<file path="config.mk">
export PLATFORM = sky130hd
export DESIGN_NAME = cwd_channel
export DESIGN_NICKNAME = d
export VERILOG_FILES = /design/src/core/cwd_channel.v
export VERILOG_INCLUDE_DIRS = /design/src /design/src/core
export SDC_FILE = /design/constraint.sdc
export NUM_CORES = 1
export LEC_CHECK = 0
export ABC_AREA = 1
export BUFFER_PORTS_ARGS = -buffer_cell sky130_fd_sc_hd__buf_4
export CELL_PAD_IN_SITES_DETAIL_PLACEMENT = 0
export CELL_PAD_IN_SITES_GLOBAL_PLACEMENT = 1
export CORE_ASPECT_RATIO = 1.5
export CORE_MARGIN = 2
export CORE_UTILIZATION = 46
export DETAILED_ROUTE_END_ITERATION = 6
export GPL_TIMING_DRIVEN = 0
export PLACE_DENSITY = 0.84
export SYNTH_ARGS = -nofsm -noshare
export SYNTH_HDL_FRONTEND = slang
export SYNTH_SLANG_ARGS = --single-unit
</file>
<file path="constraint.sdc">
create_clock -name clk_sys_i -period 5.35 [get_ports clk_sys_i]
set_input_delay 0.8025 -clock clk_sys_i [delete_from_list [all_inputs] [get_ports clk_sys_i]]
set_output_delay 0.8025 -clock clk_sys_i [all_outputs]
set_load 0.05 [all_outputs]
</file>
<file path="src/core/cwd_consts.vh">
// constants for the channel 2 window threshold and debounce bank
`ifndef CWD_CONSTS_VH
`define CWD_CONSTS_VH

// register offsets
`define CWD_ADDR_FAST_UNDER  8'h30
`define CWD_ADDR_FAST_OVER   8'h31
`define CWD_ADDR_SLOW_UNDER  8'h32
`define CWD_ADDR_SLOW_OVER   8'h33
`define CWD_ADDR_DEBOUNCE    8'h34
`define CWD_ADDR_CUTOFF      8'h35

// reset values
`define CWD_RST_UNDER        8'h00
`define CWD_RST_OVER         8'hff
`define CWD_RST_DEBOUNCE     8'h00
`define CWD_RST_CUTOFF       3'h4

// settle code fields
`define CWD_OVER_CODE_MSB    7
`define CWD_OVER_CODE_LSB    4
`define CWD_UNDER_CODE_MSB   3
`define CWD_UNDER_CODE_LSB   0
`define CWD_DEB_CAP_CODE     4'ha

// threshold scaling, millivolts
`define CWD_UNITY_BASE_MV    13'h00c8
`define CWD_UNITY_STEP_MV    13'h0005
`define CWD_QUAD_BASE_MV     13'h0320
`define CWD_QUAD_STEP_MV     13'h0014

// timing
`define CWD_CLK_MHZ          100
`define CWD_DEB_MIN_NS       100
`define CWD_DEB_UNIT_CYC     ((`CWD_DEB_MIN_NS * `CWD_CLK_MHZ + 999) / 1000)

// slow path cutoff codes: 2=250 Hz .. 6=4 kHz
`define CWD_CUT_MIN          3'h2
`define CWD_CUT_MAX          3'h6
`define CWD_LPF_FRAC         10

`endif

</file>
<file path="src/core/cwd_channel.v">
// channel 2 window limits, settle filters and slow path low-pass
`timescale 1ns/1ps
`include "cwd_consts.vh"

module cwd_channel
#(
    parameter [15:0] DEB_UNIT_CYC   = `CWD_DEB_UNIT_CYC,
    parameter [3:0]  LPF_BASE_SHIFT = 4'h4,
    parameter        MV_W           = 13
)
(
    // clock, reset, enable
    input  wire            clk_sys_i,
    input  wire            rstn_i,
    input  wire            ce_i,

    // register port from the management bus engine
    input  wire [7:0]      reg_addr_i,
    input  wire            reg_wr_i,
    input  wire [7:0]      reg_wdata_i,
    input  wire            reg_rd_i,
    output wire [7:0]      reg_rdata_o,

    // scaling, same clock domain
    input  wire            range_scaling_select_i,

    // measured rail, millivolts, same clock domain
    input  wire [MV_W-1:0] fast_mv_i,
    input  wire [MV_W-1:0] slow_mv_i,
    input  wire            slow_valid_i,

    // fault indications
    output wire            fast_under_fault_o,
    output wire            fast_over_fault_o,
    output wire            slow_under_fault_o,
    output wire            slow_over_fault_o,
    output wire [MV_W-1:0] slow_filtered_mv_o
);

    localparam ACC_W = MV_W + `CWD_LPF_FRAC;
    localparam [2:0] CUT_TOP = `CWD_CUT_MAX;

    reg  [7:0]       fast_under_limit_q;
    reg  [7:0]       fast_over_limit_q;
    reg  [7:0]       slow_under_limit_q;
    reg  [7:0]       slow_over_limit_q;
    reg  [7:0]       fast_debounce_times_q;
    reg  [2:0]       slow_path_cutoff_q;

    // read path
    reg  [7:0]       reg_rdata_q;
    reg  [7:0]       rd_mux_d;

    // slow path state
    reg  [ACC_W-1:0] slow_acc_q;
    reg              slow_seeded_q;
    reg              slow_under_q;
    reg              slow_over_q;

    wire             cut_ok;

    // thresholds in millivolts and raw compares
    wire [MV_W-1:0]  fast_under_mv;
    wire [MV_W-1:0]  fast_over_mv;
    wire [MV_W-1:0]  slow_under_mv;
    wire [MV_W-1:0]  slow_over_mv;
    wire [1:0]       fast_raw;
    wire [1:0]       fast_settled;

    // code to millivolt threshold for the active scaling
    function [MV_W-1:0] cwd_code_to_mv;
        input [7:0] code;
        input       quad;
        begin
            if (quad)
            begin
                cwd_code_to_mv = `CWD_QUAD_BASE_MV
                               + {{(MV_W-8){1'b0}}, code} * `CWD_QUAD_STEP_MV;
            end
            else
            begin
                cwd_code_to_mv = `CWD_UNITY_BASE_MV
                               + {{(MV_W-8){1'b0}}, code} * `CWD_UNITY_STEP_MV;
            end
        end
    endfunction

    // invalid cutoff codes are refused and the last valid one stays
    assign cut_ok = (reg_wdata_i[2:0] >= `CWD_CUT_MIN)
                 && (reg_wdata_i[2:0] <= `CWD_CUT_MAX);

    always @(posedge clk_sys_i or negedge rstn_i)
    begin
        if (!rstn_i)
        begin
            fast_under_limit_q    <= `CWD_RST_UNDER;
            fast_over_limit_q     <= `CWD_RST_OVER;
            slow_under_limit_q    <= `CWD_RST_UNDER;
            slow_over_limit_q     <= `CWD_RST_OVER;
            fast_debounce_times_q <= `CWD_RST_DEBOUNCE;
            slow_path_cutoff_q    <= `CWD_RST_CUTOFF;
        end
        else if (ce_i && reg_wr_i)
        begin
            case (reg_addr_i)
                `CWD_ADDR_FAST_UNDER: fast_under_limit_q    <= reg_wdata_i;
                `CWD_ADDR_FAST_OVER:  fast_over_limit_q     <= reg_wdata_i;
                `CWD_ADDR_SLOW_UNDER: slow_under_limit_q    <= reg_wdata_i;
                `CWD_ADDR_SLOW_OVER:  slow_over_limit_q     <= reg_wdata_i;
                `CWD_ADDR_DEBOUNCE:   fast_debounce_times_q <= reg_wdata_i;
                `CWD_ADDR_CUTOFF:
                begin
                    if (cut_ok)
                    begin
                        slow_path_cutoff_q <= reg_wdata_i[2:0];
                    end
                end
                default:
                begin
                end
            endcase
        end
    end

    // read side; unmapped offsets read zero
    always @*
    begin
        case (reg_addr_i)
            `CWD_ADDR_FAST_UNDER: rd_mux_d = fast_under_limit_q;
            `CWD_ADDR_FAST_OVER:  rd_mux_d = fast_over_limit_q;
            `CWD_ADDR_SLOW_UNDER: rd_mux_d = slow_under_limit_q;
            `CWD_ADDR_SLOW_OVER:  rd_mux_d = slow_over_limit_q;
            `CWD_ADDR_DEBOUNCE:   rd_mux_d = fast_debounce_times_q;
            `CWD_ADDR_CUTOFF:     rd_mux_d = {5'h00, slow_path_cutoff_q};
            default:              rd_mux_d = 8'h00;
        endcase
    end

    // same-cycle write and read of one offset returns the old value
    always @(posedge clk_sys_i or negedge rstn_i)
    begin
        if (!rstn_i)
        begin
            reg_rdata_q <= 8'h00;
        end
        else if (ce_i && reg_rd_i)
        begin
            reg_rdata_q <= rd_mux_d;
        end
    end

    assign reg_rdata_o = reg_rdata_q;

    // thresholds follow the scaling select live, no rewrite needed
    // entry 0 fast under, 1 fast over, 2 slow under, 3 slow over
    wire [31:0]       limit_codes;
    wire [4*MV_W-1:0] limit_mv;

    assign limit_codes = {slow_over_limit_q,
                          slow_under_limit_q,
                          fast_over_limit_q,
                          fast_under_limit_q};

    genvar k;
    generate
        for (k = 0; k < 4; k = k + 1)
        begin : g_limit
            assign limit_mv[k*MV_W +: MV_W] = cwd_code_to_mv(limit_codes[k*8 +: 8],
                                                             range_scaling_select_i);
        end
    endgenerate

    assign fast_under_mv = limit_mv[0*MV_W +: MV_W];
    assign fast_over_mv  = limit_mv[1*MV_W +: MV_W];
    assign slow_under_mv = limit_mv[2*MV_W +: MV_W];
    assign slow_over_mv  = limit_mv[3*MV_W +: MV_W];

    // strict compares: a rail sitting exactly on a limit is in range
    // bit 0 under, bit 1 over
    assign fast_raw[0] = fast_mv_i < fast_under_mv;
    assign fast_raw[1] = fast_mv_i > fast_over_mv;

    genvar g;
    generate
        for (g = 0; g < 2; g = g + 1)
        begin : g_settle
            wire [3:0]  code;
            wire [3:0]  capped;
            wire [15:0] target;
            reg         last_q;
            reg  [15:0] cnt_q;
            reg         out_q;

            if (g == 1)
            begin : g_over
                assign code = fast_debounce_times_q[`CWD_OVER_CODE_MSB:`CWD_OVER_CODE_LSB];
            end
            else
            begin : g_under
                assign code = fast_debounce_times_q[`CWD_UNDER_CODE_MSB:`CWD_UNDER_CODE_LSB];
            end

            assign capped = (code > `CWD_DEB_CAP_CODE) ? `CWD_DEB_CAP_CODE : code;
            // a unit above 63 cycles overflows the 16-bit target
            // target is read every cycle, so a new code applies mid-count
            assign target = DEB_UNIT_CYC << capped;

            // symmetric: clearing a fault is filtered the same way as raising it
            always @(posedge clk_sys_i or negedge rstn_i)
            begin
                if (!rstn_i)
                begin
                    last_q <= 1'b0;
                    cnt_q  <= 16'h0000;
                    out_q  <= 1'b0;
                end
                else if (ce_i)
                begin
                    if (fast_raw[g] != last_q)
                    begin
                        last_q <= fast_raw[g];
                        cnt_q  <= 16'h0000;
                    end
                    else if (out_q != last_q)
                    begin
                        if (cnt_q + 16'h0001 >= target)
                        begin
                            out_q <= last_q;
                            cnt_q <= 16'h0000;
                        end
                        else
                        begin
                            cnt_q <= cnt_q + 16'h0001;
                        end
                    end
                    else
                    begin
                        cnt_q <= 16'h0000;
                    end
                end
            end

            assign fast_settled[g] = out_q;
        end
    endgenerate

    assign fast_under_fault_o = fast_settled[0];
    assign fast_over_fault_o  = fast_settled[1];

    // slow path first-order low-pass; lower cutoff means a larger shift
    wire [3:0]         lpf_shift;
    wire [ACC_W-1:0]   x_fx;
    wire signed [ACC_W:0] lpf_diff;
    wire signed [ACC_W:0] lpf_step;
    wire [MV_W-1:0]    slow_mv;

    assign lpf_shift = LPF_BASE_SHIFT + {1'b0, CUT_TOP - slow_path_cutoff_q};
    assign x_fx      = {slow_mv_i, {`CWD_LPF_FRAC{1'b0}}};
    assign lpf_diff  = $signed({1'b0, x_fx}) - $signed({1'b0, slow_acc_q});
    assign lpf_step  = lpf_diff >>> lpf_shift;
    assign slow_mv   = slow_acc_q[ACC_W-1:`CWD_LPF_FRAC];

    // seeded from the first sample so no false undervoltage at start
    always @(posedge clk_sys_i or negedge rstn_i)
    begin
        if (!rstn_i)
        begin
            slow_acc_q    <= {ACC_W{1'b0}};
            slow_seeded_q <= 1'b0;
        end
        else if (ce_i && slow_valid_i)
        begin
            slow_seeded_q <= 1'b1;
            if (!slow_seeded_q)
            begin
                slow_acc_q <= x_fx;
            end
            else
            begin
                slow_acc_q <= slow_acc_q + lpf_step[ACC_W-1:0];
            end
        end
    end

    // not settle-filtered: the low-pass already smooths this path
    always @(posedge clk_sys_i or negedge rstn_i)
    begin
        if (!rstn_i)
        begin
            slow_under_q <= 1'b0;
            slow_over_q  <= 1'b0;
        end
        else if (ce_i)
        begin
            slow_under_q <= slow_seeded_q && (slow_mv < slow_under_mv);
            slow_over_q  <= slow_seeded_q && (slow_mv > slow_over_mv);
        end
    end

    assign slow_under_fault_o = slow_under_q;
    assign slow_over_fault_o  = slow_over_q;
    assign slow_filtered_mv_o = slow_mv;

endmodule // cwd_channel

</file>
-- Yosys cells after proc, flatten, opt, wreduce, memory -nomap -nowiden
Index checks and enable logic that the tools add are counted.
- add/subtract/negate cells: 14
- reductions and logical operators: 16
- magnitude comparators: 10
- multipliers: 8
- mux-type cells: 14
- bitwise gates (word level): 2
- shifts and indexed selects: 3
- equality and inequality tests: 10
- operators by type and width (operator ; number):
    $mux W16 ; 6
    $mul A8 B3 Y11 const B ; 8
    $add A10 B13 Y13 const A ; 4
    $mux W13 ; 4
    $add A8 B11 Y12 const A ; 4
    $eq A8 B6 Y1 const B ; 6
    $pmux W8 S6 ; 1
    $add A16 B1 Y16 const B ; 2
    $ge A16 B16 Y1 ; 2
    $shl A4 B4 Y16 const A ; 2
    $gt A13 B13 Y1 ; 2
    $lt A13 B13 Y1 ; 2
    $sshr A24 B4 Y23 ; 1
    $sub A23 B23 Y24 ; 1
    $add A23 B23 Y23 ; 1
    $mux W23 ; 1
    $reduce_and A2 Y1 ; 7
    $gt A4 B4 Y1 const B ; 2
    $mux W4 ; 2
    $reduce_and A4 Y1 ; 2
    $logic_and A1 B1 Y1 ; 6
    $add A3 B3 Y4 const A ; 1
    $ne A1 B1 Y1 ; 4
    $ge A3 B2 Y1 const B ; 1
    other kinds (4) ; 5
- logic and storage cells: 94
- register bits: 113
- output and inout port bits: 25

-- Longest topological paths before layout
Gate-level depths: netlist of the first run.
- word-level depth: 7
- gate-level depth with buffers: 29
- gate-level depth less buffers: 29

-- Worst setup path before layout of the first run
No wires, ideal clock.
- path type: register to register
- from: register fast_under_limit_q[4]
- to: register g_settle[0].out_q, in the netlist fast_under_fault_o
- path slack: 1623 ps
- buffers on the path: 1
- period minus slack after synthesis: 3727 ps
- arrival time: 3662 ps
- setup time: 65 ps
- cell stages (with the launch flop): 28
- path through: dfrtp_1 ha_1 ha_1 ha_1 inv_1 fa_1 or2_2 nand2_1 nand2_1 nand2_1 a21oi_1 nor2_1 nor2_1 nor2_1 a31oi_1 ha_1 nand2_1 inv_1 o21ai_1 nand2_1 a21oi_1 nand2_1 nand2_1 nand2_1 nor2_4 buf_6 nand3_1 nand2_1
- word-level cells in the longest chain between the ends: 7
- ends and longest elaborated chain (element ; line ; source):
    from (decl) ; cwd_channel.v:43 ; reg [7:0] fast_under_limit_q;
    from (signal assigned) ; cwd_channel.v:96 ; fast_under_limit_q <= `CWD_RST_UNDER;
    from (signal assigned) ; cwd_channel.v:106 ; `CWD_ADDR_FAST_UNDER: fast_under_limit_q <= reg_wdata_i;
    $mul A8 B3 Y11 (no source line) ; - ;
    $add A10 B13 Y13 (no source line) or $add A8 B11 Y12 (tied branches) ; - ;
    $mux W13 (*) ; cwd_channel.v:75 ; if (quad)
    $lt A13 B13 Y1 (*) ; cwd_channel.v:180 ; assign fast_raw[0] = fast_mv_i < fast_under_mv;
    $ne A1 B1 Y1 (*) ; cwd_channel.v:219 ; if (fast_raw[g] != last_q)
    $not A1 Y1 (no source line) (*) ; - ;
    $reduce_and A4 Y1 (no source line) (*) ; - ;
    to (signal assigned) ; cwd_channel.v:228 ; out_q <= last_q;
    to (decl) ; cwd_channel.v:192 ; reg out_q;
Mark *: on every way between the ends. The rest lies on a longest branch, timed or not.
A chain may end at the register's enable or synchronous reset.

-- Worst setup path after layout of the first run
- from: register fast_under_limit_q[5]
- to: register g_settle[0].cnt_q[5]
- word-level cells in the longest chain between the ends: 6
- ends and longest elaborated chain (element ; line ; source):
    $mul A8 B3 Y11 (no source line) ; - ;
    $add A10 B13 Y13 (no source line) or $add A8 B11 Y12 (tied branches) ; - ;
    $mux W13 (*) ; cwd_channel.v:75 ;
    $lt A13 B13 Y1 (*) ; cwd_channel.v:180 ;
    $ne A1 B1 Y1 (*) ; cwd_channel.v:219 ;
    $mux W16 (*) ; cwd_channel.v:219 ;
    to (signal assigned) ; cwd_channel.v:233 ; cnt_q <= cnt_q + 16'h0001;
    to (decl) ; cwd_channel.v:191 ; reg [15:0] cnt_q;
Marks and branches as above.

==> results of run 1 <==
## registers in the layout, indices dropped and copies added (netlist names)
| signal | flops |
|---|---|
| fast_under_limit_q | 8 |
| slow_over_fault_o | 1 |
| g_settle.last_q | 2 |
| fast_over_limit_q | 8 |
| g_settle.cnt_q | 32 |
| slow_path_cutoff_q | 3 |
| slow_acc_q | 23 |
| reg_rdata_o | 8 |
| slow_under_fault_o | 1 |
| fast_over_fault_o | 1 |
| fast_debounce_times_q | 8 |
| slow_seeded_q | 1 |
| fast_under_fault_o | 1 |
| slow_over_limit_q | 8 |
| slow_under_limit_q | 8 |
## cell usage in the layout (no fill, tap or decap), types with 5 or more instances in the layout
master,n
a21o_1,8
a21oi_1,113
a31oi_1,7
buf_1,7
buf_2,8
buf_4,85
clkbuf_1,28
clkbuf_16,17
dfrtp_1,96
dfstp_2,17
fa_1,21
ha_1,205
inv_1,284
inv_2,17
mux2i_1,5
nand2_1,566
nand2_2,9
nand3_1,204
nand4_1,28
nor2_1,159
nor2_2,8
nor3_1,39
o211ai_1,8
o21ai_0,101
o21ai_1,85
o21ai_2,9
o21bai_1,9
or2_2,5
xnor2_1,11
xor2_1,43
## worst reg2reg max path: cells and delay by family, from the launching register on
| family | cells | cell delay [ns] |
|---|---|---|
| AO/OA/AOI/OAI | 4 | 0.41 |
| adder cells (fa/ha/maj) | 4 | 1.44 |
| buffers and inverters | 5 | 0.40 |
| flip-flops | 1 | 0.58 |
| AND/OR/NAND/NOR | 15 | 1.69 |
## area by class of cell
type                    instances  share of cell area [%]
well taps                     405                    3.16
clock inverters                12                   0.974
multi-input cells            1702                    62.7
inverters                     305                    7.13
plain buffers                  59                    1.91
repair buffers                 73                    3.56
clock buffers                  20                    2.85
flip-flops and latches        113                    17.8
## metrics by stage
stage / power [µW] / utilization [%] / area (µm²) / hold WS [ns] / instances
2_1_floorplan: 3940 / - / 14400 / 0.464 / 2179
3_3_place_gp: 5020 / 50.0 / 15400 / 0.471 / 2656
3_5_place_dp: 5070 / 50.1 / 15400 / 0.481 / 2657
4_1_cts: 6290 / 52.0 / 16100 / 0.240 / 2689
5_1_grt: 6860 / 52.0 / 16100 / 0.258 / 2689
6_report: 6310 / 52.0 / 16100 / 0.241 / 2689
## cells by family (layout without fill, tap and decap cells)
group / Yosys count / count (layout) / share of synthesized area (%)
buffers and inverters: 364 / 469 / 10.1
AND/OR/NAND/NOR: 1054 / 1054 / 31.8
other: 1 / 4 / 0.0261
adder cells (fa/ha/maj): 226 / 226 / 20.8
AO/OA/AOI/OAI: 359 / 359 / 13.7
flip-flops: 113 / 113 / 19.9
multiplexers: 5 / 5 / 0.349
XOR/XNOR: 54 / 54 / 3.30
## power by group
part	internal, µW	leakage (µW)	switching [µW]	total, µW
clock	757	0.000289	441	1200
combinational	1310	0.00686	2610	3920
sequential	971	0.00146	221	1190
## path summary, 6_finish.rpt
check,to,slack [ns],depth (start not counted)
min in group clk_sys_i,reg_rdata_o[6]$_DFFE_PN0P_,0.50,2
max,g_settle[0].cnt_q[5]$_DFFE_PN0P_,0.77,28
min reg2reg,reg_rdata_o[6]$_DFFE_PN0P_,0.50,2
min,g_settle[1].cnt_q[15]$_DFFE_PN0P_,0.24,1
max reg2reg,g_settle[0].cnt_q[5]$_DFFE_PN0P_,0.77,28
max in group asynchronous,slow_over_limit_q[1]$_DFFE_PN1P_,4.35,2
## layer usage
layer	share of wire (%)	up-vias
met4	6.2	0
met1	38	6748
li1	-	7370
met2	53	351
met3	2.8	131
met5	0	-
==> qor.yml, run 1 <==
synthesis:
  yosysUniqueCellTypes: 61
  synth_ff_type: "dfrtp_1"
  yosysTopAreaCell: "ha_1"
  synth_top_cell_area_share_pct: 17.9
  ys_top_cells_by_area: "ha_1, dfrtp_1, nand2_1, inv_1, nand3_1"
  synth_common_cells: "nand2_1, inv_1, ha_1"
  ys_async_sr_fraction_pct: 100
  yosysSeqAreaShare_pct: 19.9
  synth_cells: 2176
  synth_seq_cells: 113
  synth_most_common_cell: "nand2_1"
  syn_area_um2: 14300
  syn-mean-instance-area_um2: 6.59
  synth-edff-count: 0
  yosysWarningCount: 0
sta:
  max_freq_mhz: 218
  layout_min_cycle_time_ns: 4.58
  hold_viol: 0
  finalSetupTns_ns: 0
  rsz0062_at_grt: "false"
  fin_skew_ns: 0.0196
  worstMarginPinSlew_ns: 0.870
  drv_slew: 0
  layout_setup_ws_ns: 0.766
  setup_viol: 0
  relSlewSlack_pct: 42.0
  post-route-period-util_pct: 85.7
global_route:
  grt.met1_usage_pct: 29.6
  grt_max_degree: 83
  grtUsageMet3_pct: 2.68
  grtUsageTotal_pct: 28.3
  grt_antenna_before_repair: 0
  grt_pass1_wl_mm: 72.5
  grt_pass1_vias: 14424
  grt_busiest_layer: "met2"
  grt_overflow: 0
  gr-usage-met2_pct: 54.3
worst_setup_path:
  crit_required_ns: 5.73
  worst-path-buf-inv: 5
  crit_start: "fast_under_limit_q[5]$_DFFE_PN0P_"
  r2r-start: "fast_under_limit_q[5]$_DFFE_PN0P_"
  cpMaxStageDelayCell: "dfrtp_1"
  crit_arrival_ns: 4.96
  cp_max_fo: 10
  crit_top_cell: "nand2_1"
  startpoint_type: "flop"
  path_class: "reg -> reg"
  end_kind: "flop"
  max_stage_delay_ns: 0.58
  crit_family: "simple AND/OR/NAND/NOR gates"
clock_network:
  cts_tree: "done"
  cts_setup_buffers: 0
  clk_latency_ns: 0.44
  cts_hold_buffers: 0
  cts_buffers: 17
  cts-root-buf: "clkbuf_16"
  clkTransAtPathRegs_ns: 0.06
  cts_buffer_depth: 2
  cts_htree_levels: 4
  clock-sinks: 113
  postCtsResizedCells: 0
pwr:
  p_leak_uw: 0.00861
  power_density_nw_per_um2: 393
  irDropWorstVdd_mv: 0.223
drt:
  wl_mm: 45.4
  drt_first_pass_iters: 5
  num_vias: 14600
  avgViaCountPerCell: 5.43
  drt_iter0_drc: 775
  avgRoutedWirePerCell_um: 16.9
  ant_nets: 0
  drc: 0
layout:
  nFillCells: 3237
  syn_to_final_growth_pct: 11.9
  register_area_um2: 2850
  multiInputGateArea_um2: 10100
  nets: 2546
  drive_above_1_share_pct: 9.33
  n_antenna_cell: 0
placed_design:
  dp_hpwl_mm: 37.3
  gp_congestion: 0.969
  dp_worst_setup_slack_ns: 0.708
  io_buffers: 72
floorplanning:
  initial_core_util_pct: 46.5
  die_w_um: 148
  rows: 79
  dieHeight_um: 220
  die_area_um2: 32600
  ios: 74
  core_area_um2: 30800
job:
  max_cap_violations: 0
status:
  status: "completed"
min_path:
  hp-class: "in -> async"
Power figures use the tool's default switching activity.
==> run 2, diff against run 1 <==
--- a/config.mk
+++ b/config.mk
@@ -12,10 +12,10 @@
 export CELL_PAD_IN_SITES_GLOBAL_PLACEMENT = 1
 export CORE_ASPECT_RATIO = 1.5
 export CORE_MARGIN = 2
-export CORE_UTILIZATION = 46
+export CORE_UTILIZATION = 49
 export DETAILED_ROUTE_END_ITERATION = 6
 export GPL_TIMING_DRIVEN = 0
-export PLACE_DENSITY = 0.84
+export PLACE_DENSITY = 0.88
 export SYNTH_ARGS = -nofsm -noshare
 export SYNTH_HDL_FRONTEND = slang
 export SYNTH_SLANG_ARGS = --single-unit
==> constraint.sdc (replaced) <==
create_clock -name clk_sys_i -period 5.6 [get_ports clk_sys_i]
set_input_delay 0.84 -clock clk_sys_i [delete_from_list [all_inputs] [get_ports clk_sys_i]]
set_output_delay 0.84 -clock clk_sys_i [all_outputs]
set_load 0.05 [all_outputs]
==> run 2 against run 1 <==
Clock skew shrank 0.0091 ns. Final area rose by 0.15%. Sequential power down 4%. First-iteration DRC count down 10%. Fmax rose by 1.8%. Die area fell by 6.0%. Via count down 0.26%. Final cell count decreased by 0.56%. Routed wire length fell by 0.85%. Critical path type unchanged. Critical endpoint is now g_settle[0].cnt_q[15]$_DFFE_PN0P_. Highest routed layer unchanged.
==> qor.yml, run 2 (synthesis results as in run 1) <==
drt:
  drc: 0  # unchanged
  avgRoutedWirePerCell_um: 16.9  # -0.30%
  num_vias: 14562  # -0.26%
  avgViaCountPerCell: 5.45  # +0.30%
  drt_iter0_drc: 696  # -10%
  drt_first_pass_iters: 5  # unchanged
  wl_mm: 45.1  # -0.85%
  ant_nets: 0  # unchanged
job:
  max_cap_violations: 0  # unchanged
layout:
  syn_to_final_growth_pct: 12.0
  multiInputGateArea_um2: 10100  # unchanged
  largest_reg_flops: 32  # unchanged
  fin_util_pct: 55.8  # +3.7 points
  final_cells: 2674  # -0.56%
  nFillCells: 2940  # -9.2%
  layout_commonest_cell: "nand2_1"
  drive_above_1_share_pct: 9.33  # unchanged
  top_regs: "g_settle.cnt_q x32, slow_acc_q x23"
  n_antenna_cell: 0  # unchanged
  fin_area_um2: 16100  # +0.15%
  nets: 2546  # unchanged
  top_register: "g_settle.cnt_q"
  mostFrequentLayoutCells: "nand2_1, inv_1, ha_1"
  register_area_um2: 2850  # unchanged
sta:
  relSlewSlack_pct: 45.6  # +3.6 points
  rsz0062_at_grt: "false"
  layout_setup_ws_ns: 1.10  # +0.333 ns
  layout_min_cycle_time_ns: 4.50  # -0.0828 ns
  max_freq_mhz: 222  # +1.8%
  fin_skew_ns: 0.0105  # -0.00913 ns
  worstMarginPinSlew_ns: 0.815  # -0.0546 ns
  setup_viol: 0  # unchanged
  finalSetupTns_ns: 0  # unchanged
  hold_viol: 0  # unchanged
  drv_slew: 0  # unchanged
  post-route-period-util_pct: 80.4  # -5.3 points
worst_setup_path:
  ff2ff_path_depth: 27  # -3.6%
  r2r_slack_ns: 1.10  # +0.33 ns
  cpMaxStageDelayCell: "dfrtp_1"
  timing.rr.end: "g_settle[0].cnt_q[15]$_DFFE_PN0P_"
  max_stage_delay_ns: 0.57  # about the same
  end_kind: "flop"
  cp_max_fo: 10  # unchanged
  r2r-start: "fast_under_limit_q[4]$_DFFE_PN0P_"
  crit_required_ns: 5.96  # +0.23 ns
  startpoint_type: "flop"
  path_class: "reg -> reg"
  crit_top_cell: "nand2_1"
  crit_arrival_ns: 4.86  # -0.10 ns
global_route:
  grtUsageTotal_pct: 29.9  # +1.6 points
  grt_pass1_vias: 14349  # -0.52%
  grt_pass1_wl_mm: 71.2  # -1.7%
  grt_antenna_before_repair: 0  # unchanged
  grt_overflow: 0  # unchanged
  grt_max_degree: 71  # -14%
placed_design:
  io_buffers: 72  # unchanged
  dp_hpwl_mm: 37.0  # -1.0%
  gp_congestion: 0.988  # +1.9%
  placedInstanceArea_um2: 15400  # -0.12%
  dp_cells: 2642  # -0.56%
  dp_worst_setup_slack_ns: 1.05  # +0.346 ns
clock_network:
  postCtsResizedCells: 0  # unchanged
  cts_htree_levels: 4  # unchanged
  clk_latency_ns: 0.43  # about the same
  cts_hold_buffers: 0  # unchanged
  clkTransAtPathRegs_ns: 0.06  # about the same
  cts-root-buf: "clkbuf_16"
  cts_buffers: 17  # unchanged
  cts_buffer_depth: 2  # unchanged
  cts_setup_buffers: 0  # unchanged
  clock-sinks: 113  # unchanged
  cts_tree: "done"
pwr:
  p_leak_uw: 0.00864  # +0.34%
  irDropWorstVdd_mv: 0.240  # +7.5%
  power_density_nw_per_um2: 384  # -2.4%
floorplanning:
  ios: 74  # unchanged
  dieHeight_um: 214  # -3.1%
  die_area_um2: 30700  # -6.0%
  rows: 76  # -3.8%
  core_area_um2: 28800  # -6.6%
  die_w_um: 144  # -3.0%
  initial_core_util_pct: 49.8  # +3.3 points
status:
  status: "completed"
min_path:
  hp-class: "in -> async"
## run 2: changes by cell type in the layout (fill, tap and decap cells not counted)
cell / previous run / this run
clkinvlp_4: 4 / 1
clkbuf_8: 2 / 4
clkinv_2: 2 / 0
bufinv_16: 3 / 4
clkinv_4: 1 / 2
inv_6: 2 / 3
## run 2: how the worst max path moves through the flow
stage	startpoint	end	slack, ns	cells after the start
2_1_floorplan	fast_under_limit_q[4]$_DFFE_PN0P_	fast_under_fault_o$_DFFE_PN0P_	1.87	27
5_1_grt	fast_under_limit_q[4]$_DFFE_PN0P_	fast_under_fault_o$_DFFE_PN0P_	0.72	27
4_1_cts	fast_under_limit_q[4]$_DFFE_PN0P_	g_settle[0].cnt_q[15]$_DFFE_PN0P_	1.05	27
3_3_place_gp	slow_mv_i[4]	slow_acc_q[22]$_DFFE_PN0P_	1.09	25
6_report	fast_under_limit_q[4]$_DFFE_PN0P_	g_settle[0].cnt_q[15]$_DFFE_PN0P_	1.10	27
3_5_place_dp	fast_under_limit_q[4]$_DFFE_PN0P_	g_settle[0].cnt_q[14]$_DFFE_PN0P_	1.05	27
## run 2: per-stage QoR
| stage | hold slack (ns) | total power, µW |
|---|---|---|
| after floorplan | 0.464 | 3760 |
| after global routing | 0.348 | 6660 |
| final | 0.322 | 6170 |
| after detailed placement | 0.471 | 4880 |
| after global placement | 0.466 | 4840 |
| after CTS | 0.336 | 6130 |
## run 2: area by class of cell
cell class	count	share of cell area, %
Multi-Input combinational cell	1702	62.6
Sequential cell	113	17.7
Inverter	305	7.12
Timing Repair Buffer	73	3.56
Tap cell	390	3.04
Clock buffer	22	3.01
Buffer	59	1.91
Clock inverter	10	1.07
## run 2: critical path, delay by kind of cell (launching register included)
kind	cells	cell delay, ns
AO/OA/AOI/OAI	4	0.38
adder cells (fa/ha/maj)	5	1.53
buffers and inverters	3	0.27
flip-flops	1	0.57
AND/OR/NAND/NOR	15	1.68
## run 2: metal layers
| metal | up-vias | routed length, µm | GRT usage (%) |
|---|---|---|---|
| met4 | 0 | 2570 | 16.2 |
| met3 | 117 | 1330 | 2.86 |
| li1 | 7362 | - | - |
| met2 | 352 | 24100 | 57.8 |
| met5 | - | 0 | 0 |
| met1 | 6731 | 17100 | 31.2 |
## run 2: where the power goes
group | switching (µW) | internal, µW | leakage (µW) | total (µW)
clock | 434 | 798 | 0.000318 | 1230
sequential | 214 | 927 | 0.00146 | 1140
combinational | 2540 | 1250 | 0.00686 | 3800
==> run 3, diff against run 2 <==
--- a/config.mk
+++ b/config.mk
@@ -6,16 +6,16 @@
 export SDC_FILE = /design/constraint.sdc
 export NUM_CORES = 1
 export LEC_CHECK = 0
-export ABC_AREA = 1
+export ABC_AREA = 0
 export BUFFER_PORTS_ARGS = -buffer_cell sky130_fd_sc_hd__buf_4
 export CELL_PAD_IN_SITES_DETAIL_PLACEMENT = 0
 export CELL_PAD_IN_SITES_GLOBAL_PLACEMENT = 1
 export CORE_ASPECT_RATIO = 1.5
 export CORE_MARGIN = 2
-export CORE_UTILIZATION = 49
+export CORE_UTILIZATION = 44
 export DETAILED_ROUTE_END_ITERATION = 6
 export GPL_TIMING_DRIVEN = 0
-export PLACE_DENSITY = 0.88
+export PLACE_DENSITY = 0.8
 export SYNTH_ARGS = -nofsm -noshare
 export SYNTH_HDL_FRONTEND = slang
 export SYNTH_SLANG_ARGS = --single-unit
==> constraint.sdc (replaced) <==
create_clock -name clk_sys_i -period 3.9 [get_ports clk_sys_i]
set_input_delay 0.585 -clock clk_sys_i [delete_from_list [all_inputs] [get_ports clk_sys_i]]
set_output_delay 0.585 -clock clk_sys_i [all_outputs]
set_load 0.05 [all_outputs]
==> run 3 against run 2 <==
Count of clock-buffer cells in the layout decreased by 4. The run now ends with negative setup slack left. Clock skew increased by 0.0012 ns. Total power increased by 60%. Die area increased by 2.8%.
==> qor.yml, run 3 <==
worst_setup_path:
  ff2ff_path_depth: 21  # -22%
  worst-path-buf-inv: 2  # -1
  max_stage_delay_ns: 0.53  # -0.04 ns
  timing.rr.end: "slow_acc_q[16]$_DFFE_PN0P_"
  critPathCapture: "slow_acc_q[16]$_DFFE_PN0P_"
  cpMaxStageDelayCell: "mux4_2"
  crit_top_cell: "mux2i_1"
  critical_path_depth: 21  # -22%
  r2r-start: "slow_acc_q[12]$_DFFE_PN0P_"
  startpoint_type: "flop"
  path_class: "reg -> reg"
  cp_cell_sequence: "inv_2 -> ha_4 -> nand4b_1 -> nor4b_4 -> a22oi_4 -> a21oi_4 -> a31oi_4 -> xnor2_2 -> mux4_2 -> mux2i_1 -> ha_1 -> buf_6 -> a2111oi_4 -> o21ai_2 -> a41o_1 -> a31o_4 -> a221o_1 -> a21oi_2 -> xnor2_1 -> mux2i_1 -> o21ai_1"
  crit_arrival_ns: 5.36  # +0.50 ns
  crit_start: "slow_acc_q[12]$_DFFE_PN0P_"
  r2r_slack_ns: -1.10  # -2.20 ns
  end_kind: "flop"
  cp_max_fo: 4  # -6
  crit_required_ns: 4.26  # -1.70 ns
  crit_family: "compound AO/OA/AOI/OAI gates"
synthesis:
  yosysSeqAreaShare_pct: 21.5  # +1.6 points
  synthXorXnorAreaFrac_pct: 7.39  # +4.1 points
  yosysWarningCount: 0  # unchanged
  synth_top_cell_area_share_pct: 19.4  # +1.5 points
  synthAdderAreaFrac_pct: 22.5  # +1.7 points
  synth_cells: 1567  # -28%
  synth_ff_type: "dfrtp_1"
  yosysTopAreaCell: "ha_1"
  synth_compound_area_share_pct: 21.0  # +7.3 points
  synth-edff-count: 0  # unchanged
  synth_common_cells: "ha_1, nand2_1, o21ai_0"
  synth_seq_cells: 113  # unchanged
  syn-mean-instance-area_um2: 8.46  # +28%
  syn_area_um2: 13300  # -7.6%
  synthSimpleGateAreaFrac_pct: 15.0  # -17 points
  synth_top_family_by_area: "adder cells"
  muxShareOfSynthArea_pct: 6.69  # +6.3 points
  ys_top_cells_by_area: "ha_1, dfrtp_1, o21ai_0, xnor2_1, a21oi_1"
  yosysUniqueCellTypes: 83  # +36%
  ys_async_sr_fraction_pct: 100  # unchanged
  synth_most_common_cell: "ha_1"
sta:
  setup_viol: 49  # +49
  hold_viol: 0  # unchanged
  worstMarginPinSlew_ns: 0.976  # +0.161 ns
  drv_slew: 0  # unchanged
  post-route-period-util_pct: 128  # +48 points
  layout_setup_ws_ns: -1.10  # -2.20 ns
  relSlewSlack_pct: 34.9  # -11 points
  layout_min_cycle_time_ns: 5.00  # +0.496 ns
  fin_skew_ns: 0.0117  # +0.00120 ns
  rsz0062_at_grt: "true"
  max_freq_mhz: 200  # -9.9%
pwr:
  p_int_uw: 5370  # +80%
  switchingPower_uw: 4520  # +42%
  power_density_nw_per_um2: 586  # +53%
  p_leak_uw: 0.00794  # -8.1%
  power_uw: 9890  # +60%
  p_seq_share_pct: 16.6  # -1.9 points
  irDropWorstVdd_mv: 0.681  # +180%
  clockPowerShare_pct: 16.2  # -3.8 points
  swShare_pct: 45.7  # -6.0 points
  power_frac_comb_pct: 67.2  # +5.7 points
layout:
  mostFrequentLayoutCells: "ha_1, buf_4, nand2_1"
  largest_reg_flops: 32  # unchanged
  n_antenna_cell: 0  # unchanged
  top_register: "g_settle.cnt_q"
  drive_above_1_share_pct: 27.2  # +18 points
  layout_commonest_cell: "ha_1"
  syn_to_final_growth_pct: 27.3
  nFillCells: 2670  # -9.2%
  nets: 2029  # -20%
  final_cells: 2162  # -19%
  top_regs: "g_settle.cnt_q x32, slow_acc_q x23"
  register_area_um2: 2870  # +0.61%
  multiInputGateArea_um2: 10700  # +6.9%
floorplanning:
  initial_core_util_pct: 44.8  # -5.0 points
  die_area_um2: 31600  # +2.8%
  ios: 74  # unchanged
  rows: 77  # +1.3%
  dieHeight_um: 217  # +1.4%
  core_area_um2: 29600  # +2.7%
  die_w_um: 146  # +1.4%
status:
  status: "finished, violations left"
  violations: "negative setup slack"
clock_network:
  clk_latency_ns: 0.45  # +0.02 ns
  clkTransAtPathRegs_ns: 0.06  # about the same
  cts-root-buf: "clkbuf_16"
  cts_tree: "done"
  cts_hold_buffers: 0  # unchanged
  cts_buffers: 17  # unchanged
  cts_htree_levels: 4  # unchanged
  clock-sinks: 113  # unchanged
  cts_buffer_depth: 2  # unchanged
drt:
  num_vias: 12322  # -15%
  wl_mm: 41.9  # -7.0%
  drc: 0  # unchanged
  avgRoutedWirePerCell_um: 19.4  # +15%
  drt_iter0_drc: 436  # -37%
  avgViaCountPerCell: 5.70  # +4.7%
  drt_first_pass_iters: 5  # unchanged
  ant_nets: 0  # unchanged
global_route:
  grt_pass1_vias: 12637  # -12%
  grtUsageTotal_pct: 26.6  # -3.2 points
  grt_antenna_before_repair: 0  # unchanged
  grt_max_degree: 59  # -17%
  grt_overflow: 0  # unchanged
  grt_pass1_wl_mm: 66.3  # -7.0%
placed_design:
  gp_congestion: 0.950  # -3.8%
  dp_hpwl_mm: 31.5  # -15%
  io_buffers: 70  # -2.8%
  dp_cells: 2036  # -23%
min_path:
  hp-class: "in -> async"
job:
  max_cap_violations: 0  # unchanged
run 3: changes by cell type in the layout (fill, tap and decap cells not counted), moves of 30 or more:
cell | before | now
a21oi_2 | 0 | 30
nand3_1 | 204 | 29
mux2_2 | 0 | 34
o21ai_1 | 85 | 41
xnor2_1 | 11 | 66
inv_1 | 284 | 112
ha_1 | 205 | 173
mux2i_1 | 5 | 39
a21oi_1 | 113 | 74
a21o_1 | 8 | 49
nand2_1 | 566 | 136
buf_4 | 85 | 160
nor2_1 | 159 | 71
run 3: cells by family (layout without fill, tap and decap cells):
kind of cell    Yosys count  after routing
other cells               1              4
flops                   113            113
simple gates            408            408
fa+ha+maj               226            226
mux                      81             81
buf+inv                 194            391
xor+xnor                111            111
compound gates          433            433
run 3: timing repair:
item	CTS	global route
cloned	2	0
setup buffers	66	29
pin swaps	89	63
gates resized for setup	138	74
setup endpoints to repair	55	56
run 3: power groups by stage:
stage          clock (µW)  sequential [µW]  combinational [µW]
2_1_floorplan           0             1560                4250
3_3_place_gp            0             1710                5350
3_5_place_dp            0             1700                5420
4_1_cts              1620             1630                6140
5_1_grt              1660             1650                7300
6_report             1600             1650                6640
run 3: layout make-up:
type | instances | area share [%]
Clock inverter | 14 | 0.920
Sequential cell | 113 | 17.0
Clock buffer | 18 | 2.54
Buffer | 70 | 2.18
Timing Repair Buffer | 166 | 7.98
Inverter | 123 | 2.74
Multi-Input combinational cell | 1263 | 63.7
Tap cell | 395 | 2.93
run 3: per-stage QoR:
stage / setup TNS [ns] / hold slack (ns) / area [µm²] / util [%] / setup slack, ns
4_1_cts: -23.59 / 0.118 / 16400 / 55.3 / -0.972
3_5_place_dp: -56.70 / 0.501 / 14700 / 49.5 / -1.85
2_1_floorplan: -9.28 / 0.289 / 13600 / - / -0.758
5_1_grt: -33.38 / 0.146 / 16900 / 57.0 / -1.27
3_3_place_gp: -52.96 / 0.495 / 14600 / 49.4 / -1.67
6_report: -24.02 / 0.0881 / 16900 / 57.0 / -1.10
run 3: how the worst min path moves through the flow:
stage	start	end	slack, ns	depth (start not counted)
floorplan	rstn_i	fast_debounce_times_q[0]$_DFFE_PN0P_	0.29	0
global placement	g_settle[1].cnt_q[15]$_DFFE_PN0P_	g_settle[1].cnt_q[15]$_DFFE_PN0P_	0.49	1
detailed placement	g_settle[1].cnt_q[15]$_DFFE_PN0P_	g_settle[1].cnt_q[15]$_DFFE_PN0P_	0.50	1
CTS	rstn_i	slow_acc_q[4]$_DFFE_PN0P_	0.12	1
global route	rstn_i	slow_acc_q[6]$_DFFE_PN0P_	0.15	1
finish	rstn_i	slow_acc_q[4]$_DFFE_PN0P_	0.09	1
run 3: metal layers:
layer	GRT usage (%)	vias up	part of all wire, %
li1	-	5978	-
met1	28.2	5930	38
met2	50.4	305	53
met3	3.47	109	3.4
met4	14.8	0	5.4
met5	0	-	0
